File: config.mk
export PLATFORM = sky130hd
export DESIGN_NAME = cmc_mode_ctrl
export DESIGN_NICKNAME = d
export VERILOG_FILES = /design/src/cmc_bus_watch.v /design/src/cmc_mode_ctrl.v
export VERILOG_INCLUDE_DIRS = /design/src /design/src/src
export SDC_FILE = /design/constraint.sdc
export NUM_CORES = 1
export LEC_CHECK = 0
export BUFFER_PORTS_ARGS = -buffer_cell sky130_fd_sc_hd__buf_2
export CORE_AREA = 2 2 76 151
export DETAILED_ROUTE_END_ITERATION = 8
export DIE_AREA = 0 0 78 153
export PLACE_DENSITY = 0.71
export SLEW_MARGIN = 20
export SYNTH_ARGS = -nofsm -noshare
export SYNTH_HDL_FRONTEND = slang
export SYNTH_SLANG_ARGS = --single-unit
File: constraint.sdc
create_clock -name pclk -period 2.9 [get_ports pclk]
set_input_delay 0.58 -clock pclk [delete_from_list [all_inputs] [get_ports pclk]]
set_output_delay 0.58 -clock pclk [all_outputs]
set_load 0.1 [all_outputs]
File: src/cmc_defines.vh
/*
 Constants of the CAN mode control and status block: register
 indexes, field positions, reset values and bit-time counts.
 Assumes inclusion by bare name from the design files.
*/
`ifndef CMC_DEFINES_VH
`define CMC_DEFINES_VH

// register indexes, byte address is four times the index
`define CMC_IDX_MCTL 10'h000
`define CMC_IDX_GSTAT 10'h002
`define CMC_IDX_BITP 10'h004

// master_control fields
`define CMC_MC_REORDER 15
`define CMC_MC_AUTOHALT 14
`define CMC_MC_TEST_HI 10
`define CMC_MC_TEST_LO 8
`define CMC_MC_AUTOWAKE 7
`define CMC_MC_HIBO 6
`define CMC_MC_SLEEP 5
`define CMC_MC_TXORD 2
`define CMC_MC_HALT 1
`define CMC_MC_RESET 0

// general_status fields
`define CMC_GS_EP 5
`define CMC_GS_HS 4
`define CMC_GS_RST 3
`define CMC_GS_TIP 2
`define CMC_GS_BO 0

// reset values
`define CMC_TEST_RST 3'h0
`define CMC_BITP_RST 16'h0014

// bit-time counts
`define CMC_JOIN_BITS 4'hB
`define CMC_WAKE_BITS 2'h2

// time-triggered mailbox range excluded from index ordering
`define CMC_TT_LO 24
`define CMC_TT_HI 30

`endif

File: src/cmc_bus_watch.v
/*
 Receive pin watcher: three-stage synchroniser with agreement
 filter, plus a run counter of consecutive recessive bits.
 Assumes bit_en is a one-cycle pulse once per CAN bit time.
*/
`timescale 1ns/1ps
`default_nettype none
`include "cmc_defines.vh"

module cmc_bus_watch (
    // clock and reset
    input wire pclk,
    input wire presetn,
    // pin and timing
    input wire can_rx,
    input wire bit_en,
    input wire restart,
    // results
    output reg rx_dominant,
    output reg recessive_run_done
);

    reg sync1_r;
    reg sync2_r;
    reg sync3_r;
    reg [3:0] run_r;

    // first stage feeds only the second
    always @(posedge pclk or negedge presetn) begin
        if (!presetn) begin
            sync1_r <= 1'b1;
            sync2_r <= 1'b1;
            sync3_r <= 1'b1;
            rx_dominant <= 1'b0;
        end else begin
            sync1_r <= can_rx;
            sync2_r <= sync1_r;
            sync3_r <= sync2_r;
            if (sync2_r == sync3_r) begin
                rx_dominant <= ~sync3_r;
            end
        end
    end

    // any dominant bit restarts the recessive run
    always @(posedge pclk or negedge presetn) begin
        if (!presetn) begin
            run_r <= 4'h0;
            recessive_run_done <= 1'b0;
        end else if (restart) begin
            run_r <= 4'h0;
            recessive_run_done <= 1'b0;
        end else if (bit_en) begin
            if (rx_dominant) begin
                run_r <= 4'h0;
                recessive_run_done <= 1'b0;
            end else if (run_r != `CMC_JOIN_BITS) begin
                run_r <= run_r + 4'h1;
                recessive_run_done <= (run_r + 4'h1 == `CMC_JOIN_BITS);
            end
        end
    end

endmodule
`default_nettype wire

File: src/cmc_mode_ctrl.v
/*
 CAN mode control and general status: APB slave holding
 master_control, general_status and a bit period register,
 the mode state machine and transmit order selection.
 Assumes a protocol engine that reports bus events as
 single-cycle pulses or levels on pclk.
*/
// Register access over APB was left to the implementer.
// How it works
// - control registers take 16-bit word writes only
// - reorder bit reorders identifier fields
// - bus-off entry sets halt when both enabled
// - reserved control bits read zero
// - auto-wake ends sleep on dominant bit
// - some bits change only in reset/halt
// - halt in bus off within one bit
// - sleep freezes error counters, ignores bus
// - eleven recessive bits after sleep exit
// - only two registers reachable in sleep
// - index order from mailbox 31 downward; the code stops at mailbox 1 and never picks mailbox 0
// - otherwise lowest arbitration field first
// - halt finishes operation, then leaves bus
// - halt at idle within one bit
// - eleven recessive bits after halt cleared
// - reset request rising edge reinitialises all
// - power-on sets reset request and status
// - error passive flag held through bus off
// - engine leaves sleep two bits later
// - transmit flag covers tx and bus off
// - transmit flag cleared by other events
`timescale 1ns/1ps
`default_nettype none
`include "cmc_defines.vh"

module cmc_mode_ctrl (
    // clock and reset
    input wire pclk,
    input wire presetn,
    // apb slave
    input wire psel,
    input wire penable,
    input wire pwrite,
    input wire [11:0] paddr,
    input wire [31:0] pwdata,
    input wire [3:0] pstrb,
    output reg [31:0] prdata,
    output reg pready,
    output reg pslverr,
    // can receive pin
    input wire can_rx,
    // protocol engine events
    input wire eng_bus_idle,
    input wire eng_busoff,
    input wire eng_ep_enter,
    input wire eng_ea_enter,
    input wire eng_tx_start,
    input wire eng_im3,
    input wire eng_more_pend,
    input wire eng_arb_lost,
    input wire eng_rx_start,
    // transmit queue
    input wire [31:0] tx_pending_bits,
    input wire tt_enable,
    input wire [4:0] arb_pick,
    input wire arb_pick_valid,
    // controls to engine and mailboxes
    output reg id_field_reorder,
    output reg [2:0] test_mode_select,
    output reg bus_join,
    output reg hold_counters,
    output reg soft_reset,
    output reg busoff_recover,
    output reg mode_change_set,
    output reg [4:0] next_mbox,
    output reg next_mbox_valid
);

    localparam ST_RESET = 3'd0;
    localparam ST_JOIN = 3'd1;
    localparam ST_ACTIVE = 3'd2;
    localparam ST_HPEND = 3'd3;
    localparam ST_HALT = 3'd4;
    localparam ST_SLEEP = 3'd5;
    localparam ST_WAKE = 3'd6;

    reg [2:0] state_r;
    reg [2:0] state_nxt;
    reg auto_halt_on_busoff;
    reg auto_wake_enable;
    reg halt_in_busoff_enable;
    reg sleep_request;
    reg tx_order_select;
    reg halt_request;
    reg reset_request;
    reg error_passive_flag;
    reg tip_r;
    reg busoff_q_r;
    reg [15:0] bitp_r;
    reg [15:0] bitcnt_r;
    reg bit_en_r;
    reg [1:0] wake_cnt_r;
    reg err_r;
    wire rx_dom;
    wire rec_done;
    wire join_restart;

    // one register index hit, used across the decode
    function hit;
        input [11:0] addr;
        input [9:0] idx;
        begin
            hit = (addr[11:2] == idx) && (addr[1:0] == 2'b00);
        end
    endfunction

    // highest pending index from 31 down to 1
    function [5:0] pick_top;
        input [31:0] vec;
        integer i;
        begin
            pick_top = 6'h00;
            for (i = 1; i < 32; i = i + 1) begin
                if (vec[i]) begin
                    pick_top = {1'b1, i[4:0]};
                end
            end
        end
    endfunction

    // access decode
    wire sel_mctl = hit(paddr, `CMC_IDX_MCTL);
    wire sel_gstat = hit(paddr, `CMC_IDX_GSTAT);
    wire sel_bitp = hit(paddr, `CMC_IDX_BITP);
    wire in_sleep = (state_r == ST_SLEEP) || (state_r == ST_WAKE);
    wire mapped = sel_mctl || sel_gstat || sel_bitp;
    wire blocked = in_sleep && sel_bitp;
    wire bad_size = pwrite && (pstrb[1:0] != 2'b11);
    wire acc_err = !mapped || blocked || bad_size;
    wire setup_ph = psel && !penable && !pready;
    wire wr_go = psel && penable && pready && pwrite && !err_r;
    wire wr_mctl = wr_go && sel_mctl;
    wire rst_rise = wr_mctl && pwdata[`CMC_MC_RESET] && !reset_request;
    wire busoff_rise = eng_busoff && !busoff_q_r;

    // mode views
    wire in_rst = (state_r == ST_RESET);
    wire in_halt = (state_r == ST_HALT);
    wire halted = in_halt || in_sleep || in_rst;

    // read mux, reserved bits come back zero
    wire [15:0] mctl_rd = {id_field_reorder, auto_halt_on_busoff, 3'h0, test_mode_select,
                           auto_wake_enable, halt_in_busoff_enable, sleep_request, 2'h0,
                           tx_order_select, halt_request, reset_request};
    wire [15:0] gstat_rd = {10'h000, error_passive_flag, halted && !in_rst, in_rst,
                            tip_r || eng_busoff, 1'b0, eng_busoff};

    // apb answer one cycle after setup
    always @(posedge pclk or negedge presetn) begin
        if (!presetn) begin
            pready <= 1'b0;
            pslverr <= 1'b0;
            prdata <= 32'h00000000;
            err_r <= 1'b0;
        end else if (setup_ph) begin
            pready <= 1'b1;
            pslverr <= acc_err;
            err_r <= acc_err;
            if (acc_err || pwrite) begin
                prdata <= 32'h00000000;
            end else if (sel_mctl) begin
                prdata <= {16'h0000, mctl_rd};
            end else if (sel_gstat) begin
                prdata <= {16'h0000, gstat_rd};
            end else begin
                prdata <= {16'h0000, bitp_r};
            end
        end else begin
            pready <= 1'b0;
            pslverr <= 1'b0;
            prdata <= 32'h00000000;
            err_r <= 1'b0;
        end
    end

    // master_control fields; hardware sets win over writes
    always @(posedge pclk or negedge presetn) begin
        if (!presetn) begin
            id_field_reorder <= 1'b0;
            auto_halt_on_busoff <= 1'b0;
            test_mode_select <= `CMC_TEST_RST;
            auto_wake_enable <= 1'b0;
            halt_in_busoff_enable <= 1'b0;
            sleep_request <= 1'b0;
            tx_order_select <= 1'b0;
            halt_request <= 1'b0;
            reset_request <= 1'b1;
            bitp_r <= `CMC_BITP_RST;
        end else if (rst_rise) begin
            id_field_reorder <= 1'b0;
            auto_halt_on_busoff <= 1'b0;
            test_mode_select <= `CMC_TEST_RST;
            auto_wake_enable <= 1'b0;
            halt_in_busoff_enable <= 1'b0;
            sleep_request <= 1'b0;
            tx_order_select <= 1'b0;
            halt_request <= 1'b0;
            reset_request <= 1'b1;
            bitp_r <= `CMC_BITP_RST;
        end else begin
            if (wr_mctl) begin
                reset_request <= pwdata[`CMC_MC_RESET];
                // test mode trusts software to halt first
                test_mode_select <= pwdata[`CMC_MC_TEST_HI:`CMC_MC_TEST_LO];
                if (in_rst) begin
                    id_field_reorder <= pwdata[`CMC_MC_REORDER];
                    auto_halt_on_busoff <= pwdata[`CMC_MC_AUTOHALT];
                end
                if (in_rst || in_halt) begin
                    auto_wake_enable <= pwdata[`CMC_MC_AUTOWAKE];
                    halt_in_busoff_enable <= pwdata[`CMC_MC_HIBO];
                    tx_order_select <= pwdata[`CMC_MC_TXORD];
                end
                if (!pwdata[`CMC_MC_SLEEP]) begin
                    sleep_request <= 1'b0;
                end else if (in_halt) begin
                    sleep_request <= 1'b1;
                end
                if (pwdata[`CMC_MC_HALT]) begin
                    halt_request <= 1'b1;
                end else if (halted) begin
                    halt_request <= 1'b0;
                end
            end
            if (wr_go && sel_bitp && in_rst) begin
                bitp_r <= pwdata[15:0];
            end
            if (state_r == ST_SLEEP && auto_wake_enable && rx_dom) begin
                sleep_request <= 1'b0;
            end
            if (busoff_rise && auto_halt_on_busoff && halt_in_busoff_enable) begin
                halt_request <= 1'b1;
            end
        end
    end

    // bit time divider, one pulse per bit
    always @(posedge pclk or negedge presetn) begin
        if (!presetn) begin
            bitcnt_r <= 16'h0000;
            bit_en_r <= 1'b0;
        end else if (bitcnt_r == 16'h0000) begin
            bitcnt_r <= (bitp_r == 16'h0000) ? 16'h0000 : bitp_r - 16'h0001;
            bit_en_r <= 1'b1;
        end else begin
            bitcnt_r <= bitcnt_r - 16'h0001;
            bit_en_r <= 1'b0;
        end
    end

    // the recessive run starts afresh on every join attempt
    assign join_restart = (state_r != ST_JOIN);

    cmc_bus_watch u_watch (
        .pclk(pclk),
        .presetn(presetn),
        .can_rx(can_rx),
        .bit_en(bit_en_r),
        .restart(join_restart),
        .rx_dominant(rx_dom),
        .recessive_run_done(rec_done)
    );

    // mode state machine
    always @* begin
        state_nxt = state_r;
        case (state_r)
            ST_RESET: begin
                if (!reset_request) begin
                    state_nxt = ST_JOIN;
                end
            end
            ST_JOIN: begin
                if (halt_request) begin
                    state_nxt = ST_HALT;
                end else if (rec_done) begin
                    state_nxt = ST_ACTIVE;
                end
            end
            ST_ACTIVE: begin
                if (halt_request) begin
                    state_nxt = ST_HPEND;
                end
            end
            ST_HPEND: begin
                if (bit_en_r) begin
                    if (eng_busoff && halt_in_busoff_enable) begin
                        state_nxt = ST_HALT;
                    end else if (!eng_busoff && eng_bus_idle) begin
                        state_nxt = ST_HALT;
                    end
                end
            end
            ST_HALT: begin
                if (sleep_request) begin
                    state_nxt = ST_SLEEP;
                end else if (!halt_request) begin
                    state_nxt = ST_JOIN;
                end
            end
            ST_SLEEP: begin
                if (!sleep_request) begin
                    state_nxt = ST_WAKE;
                end
            end
            ST_WAKE: begin
                if (bit_en_r && wake_cnt_r == `CMC_WAKE_BITS - 2'h1) begin
                    state_nxt = halt_request ? ST_HALT : ST_JOIN;
                end
            end
            default: begin
                state_nxt = ST_RESET;
            end
        endcase
        if (reset_request || rst_rise) begin
            state_nxt = ST_RESET;
        end
    end

    // state, wake count and engine pulses
    always @(posedge pclk or negedge presetn) begin
        if (!presetn) begin
            state_r <= ST_RESET;
            wake_cnt_r <= 2'h0;
            soft_reset <= 1'b0;
            busoff_recover <= 1'b0;
            mode_change_set <= 1'b0;
            busoff_q_r <= 1'b0;
        end else begin
            state_r <= state_nxt;
            busoff_q_r <= eng_busoff;
            soft_reset <= rst_rise;
            busoff_recover <= (state_r == ST_HPEND) && (state_nxt == ST_HALT) && eng_busoff;
            mode_change_set <= rst_rise ||
                               ((state_nxt == ST_HALT) && (state_r == ST_HPEND || state_r == ST_JOIN));
            if (state_r != ST_WAKE) begin
                wake_cnt_r <= 2'h0;
            end else if (bit_en_r) begin
                wake_cnt_r <= wake_cnt_r + 2'h1;
            end
        end
    end

    // engine-facing levels from the settled mode
    always @(posedge pclk or negedge presetn) begin
        if (!presetn) begin
            bus_join <= 1'b0;
            hold_counters <= 1'b0;
        end else begin
            bus_join <= (state_nxt == ST_ACTIVE) || (state_nxt == ST_HPEND);
            hold_counters <= (state_nxt == ST_SLEEP) || (state_nxt == ST_WAKE);
        end
    end

    // error passive flag survives bus off
    always @(posedge pclk or negedge presetn) begin
        if (!presetn) begin
            error_passive_flag <= 1'b0;
        end else if (eng_ep_enter) begin
            error_passive_flag <= 1'b1;
        end else if (eng_ea_enter || rst_rise || busoff_recover) begin
            error_passive_flag <= 1'b0;
        end
    end

    // transmit in progress; a start wins over any clear
    wire tip_clr = (eng_im3 && !eng_more_pend) || eng_arb_lost || eng_bus_idle ||
                   eng_rx_start || rst_rise || (state_r != state_nxt && state_nxt == ST_HALT);
    always @(posedge pclk or negedge presetn) begin
        if (!presetn) begin
            tip_r <= 1'b0;
        end else if (eng_tx_start) begin
            tip_r <= 1'b1;
        end else if (tip_clr) begin
            tip_r <= 1'b0;
        end
    end

    // transmit order selection
    wire [31:0] tt_mask = tt_enable ? 32'h7F000000 : 32'h00000000;
    wire [5:0] top = pick_top(tx_pending_bits & ~tt_mask);
    always @(posedge pclk or negedge presetn) begin
        if (!presetn) begin
            next_mbox <= 5'h00;
            next_mbox_valid <= 1'b0;
        end else if (tx_order_select) begin
            next_mbox <= top[4:0];
            next_mbox_valid <= top[5];
        end else begin
            next_mbox <= arb_pick;
            next_mbox_valid <= arb_pick_valid;
        end
    end

    // identifier field order, applied by mailbox and filter logic
    // (driven from the master_control field directly)

endmodule
`default_nettype wire

==> flow_metrics.py <==
metrics = {
    "clock_tree": {
        "post-cts-setup-buffer-count": 0,
        "post_cts.resized_instances": 0,
        "cts_buffer_depth": 2,
        "clock_tree.htree_level_count": 3,
        "clock_sink_count": 90,
        "cts_hold_buffers": 0,
        "clk_latency_ps": 350,
        "clk_pin_slew_ps": 70,
        "clock_buffers_created_by_tritoncts": 9,
        "clockRootBuffer": "sky130_fd_sc_hd__clkbuf_16",
        "cts_tree": "built",
    },
    "run_status": {
        "status": "finished clean",
    },
    "logic_synthesis": {
        "synth_top_area_cell": "sky130_fd_sc_hd__dfrtp_1",
        "synthDistinctLibCells": 64,
        "synth_edf_count": 0,
        "yosys.cell_count.top_type": "sky130_fd_sc_hd__dfrtp_1",
        "synth_sequential_area_ratio_pct": 45.6,
        "netlist_area_sq_mm": 0.00495,
        "synth-seq-cells": 90,
        "synth.top_cell.area_share_pct": 42.4,
        "postSynth.asyncResetShare_pct": 100,
        "synth_warnings": 0,
        "post_synthesis_cells": 523,
        "synthFlopType": "sky130_fd_sc_hd__dfrtp_1",
        "avgSynthCellArea_sq_um": 9.47,
        "most_numerous_cell_types_in_the_synthesized_netlist": "sky130_fd_sc_hd__dfrtp_1 (84), sky130_fd_sc_hd__nor2_1 (76), sky130_fd_sc_hd__nand2_1 (32)",
        "synth_top_cells_by_area": "sky130_fd_sc_hd__dfrtp_1 (42%), sky130_fd_sc_hd__nor2_1 (5.8%), sky130_fd_sc_hd__mux2i_1 (5.3%)",
    },
    "place": {
        "port_buffers": 115,
        "gp_congestion": 0.870,
        "placedCellCount": 768,
        "detailed_place_hpwl_um": 10100,
        "setup_slack_at_placement_ps": 251,
    },
    "sta": {
        "worst_slew_pin_slew_ps": 642,
        "final_max_slew_viol_count": 0,
        "setup_total_negative_slack_ps": 0,
        "max_clock_skew_ps": 7.64,
        "grt_setup_unrepaired": "false",
        "final-setup-viol-count": 0,
        "finalHoldViolCount": 0,
        "relSlewSlack_pct": 56.6,
        "timing.fmax_ghz": 0.412,
        "post_route_worst_setup_slack_ps": 473,
        "fin_crit_sh_pct": 83.7,
        "holdWs_ps": 251,
        "period_minus_slack_ps": 2430,
    },
    "global_routing": {
        "gr-total-overflow": 0,
        "via_count_of_the_first_global_routing_pass": 4325,
        "antenna_found_initial": 0,
        "maximum_number_of_pins_on_one_net_before_global_route_repair": 49,
        "grt_pass1_wl_um": 20600,
        "grt_usage_pct": 22.0,
    },
    "drt": {
        "vias_per_cell": 5.51,
        "finalWirelength_um": 12900,
        "wl_per_cell_um": 16.5,
        "drt_drc_violations_left": 0,
        "drt.antenna.violating_nets": 0,
        "drt_first_pass_iters": 5,
        "drt_iter0_markers": 218,
        "dr_total_vias": 4320,
    },
    "power": {
        "leakagePower_nw": 2.88,
        "power-per-cell-area_mw_per_mm2": 590,
        "max-vdd-ir-drop_mv": 0.381,
    },
    "setup_path": {
        "worstPathMaxFanout": 15,
        "crit_required_ps": 3090,
        "crit_type": "reg2reg",
        "critPathTopFamily": "simple AND/OR/NAND/NOR gates",
        "worst-path-buf-inv": 0,
        "cp_slowest_stage_delay_ps": 600,
        "startpoint_type_of_the_worst_setup_path": "flop",
        "crit_path_cell_trace": "or4_4 > nor4_4 > nand2_1 > o31ai_4 > o22ai_1",
        "critPathCaptureType": "flop",
        "slowest_stage": "sky130_fd_sc_hd__or4_4",
        "worst_ep_arrival_time_ps": 2620,
    },
    "run": {
        "max_cap_violations": 0,
    },
    "worst_hold_path": {
        "worst_hold_class": "in2async",
    },
    "layout": {
        "area.growth.synth_to_final_pct": 20.9,
        "antenna-diode-count": 0,
        "drive_above_1_share_pct": 25.0,
        "number_of_nets_in_the_layout": 747,
        "post_route_core_utilization_pct": 55.4,
        "instances_no_fill": 784,
    },
    "floorplan": {
        "die_y_um": 153,
        "initial_core_util_pct": 45.8,
        "die_width_um": 78,
        "placementRows": 54,
        "fp.coreArea_sq_mm": 0.0108,
        "top_level_ports": 151,
        "dieArea_sq_mm": 0.0119,
    },
}
## kinds of logic after synthesis
group                    synth area share (%)
flip-flops                               45.6
multiplexers                             5.48
AO/OA/AOI/OAI                            13.3
AND/OR/NAND/NOR                          22.8
other                                  0.0757
buffers and inverters                    6.09
adder cells (fa/ha/maj)                  1.52
XOR/XNOR                                 5.13
## stage by stage
| stage | cell area (sq um) | power (mW) |
|---|---|---|
| global route | 5990 | 3.69 |
| floorplan | 5010 | 2.05 |
| detailed placement | 5660 | 2.28 |
| finish | 5990 | 3.53 |
| CTS | 5990 | 3.56 |
| global placement | 5660 | 2.24 |
## cell type report
class,instances,area (sq um)
Fill cell,1020,4820
Multi-Input combinational cell,388,2450
Sequential cell,90,2260
Timing Repair Buffer,127,693
Clock buffer,9,225
Tap cell,140,175
Clock inverter,7,100
Inverter,23,86.3
## sequential cells by signal, summed over array words and instances (netlist names), 2 cells and up
signal	cells
bitp_r	16
next_mbox	5
u_watch.run_r	4
prdata	16
test_mode_select	3
bitcnt_r	16
state_r	3
wake_cnt_r	2
## routing by layer
layer,vias up,GRT usage [%],share of wire [%]
met5,-,0,0
met1,2106,21.4,34
met2,119,42.5,58
met3,38,3.36,3.0
met4,0,12.1,4.9
li1,2057,-,-
## report_power, final
group          leakage [nW]  internal (mW)  switching, mW
logic                  1.55          0.279          0.445
registers              1.17           1.40          0.135
clock network         0.160          0.763          0.515
total                  2.88           2.44           1.10
## layout by cell type (no fill, tap or decap), types with 15 or more instances in the layout
cell type                 Yosys  layout
sky130_fd_sc_hd__nor2_1      76      76
sky130_fd_sc_hd__nand3_1     20      20
sky130_fd_sc_hd__dfrtp_1     84      84
sky130_fd_sc_hd__buf_2        4     114
sky130_fd_sc_hd__a21oi_1     28      28
sky130_fd_sc_hd__inv_1       23      23
sky130_fd_sc_hd__xnor2_1     15      15
sky130_fd_sc_hd__conb_1       1      16
sky130_fd_sc_hd__mux2i_1     26      26
sky130_fd_sc_hd__nand2_1     32      32
## path summary, 6_finish.rpt
path	startpoint	endpoint	slack (ps)	cells after the start
worst min-delay path	presetn	state_r[1]	250	1
min in group pclk	can_rx	u_watch.sync1_r	330	1
worst max register to register	bitp_r[5]	bitcnt_r[1]	470	5
worst max-delay path	bitp_r[5]	bitcnt_r[1]	470	5
max in group asynchronous	presetn	pready	1990	2
worst min register to register	u_watch.sync1_r	u_watch.sync2_r	360	0
Note: power is estimated with default switching activity, not from simulation.
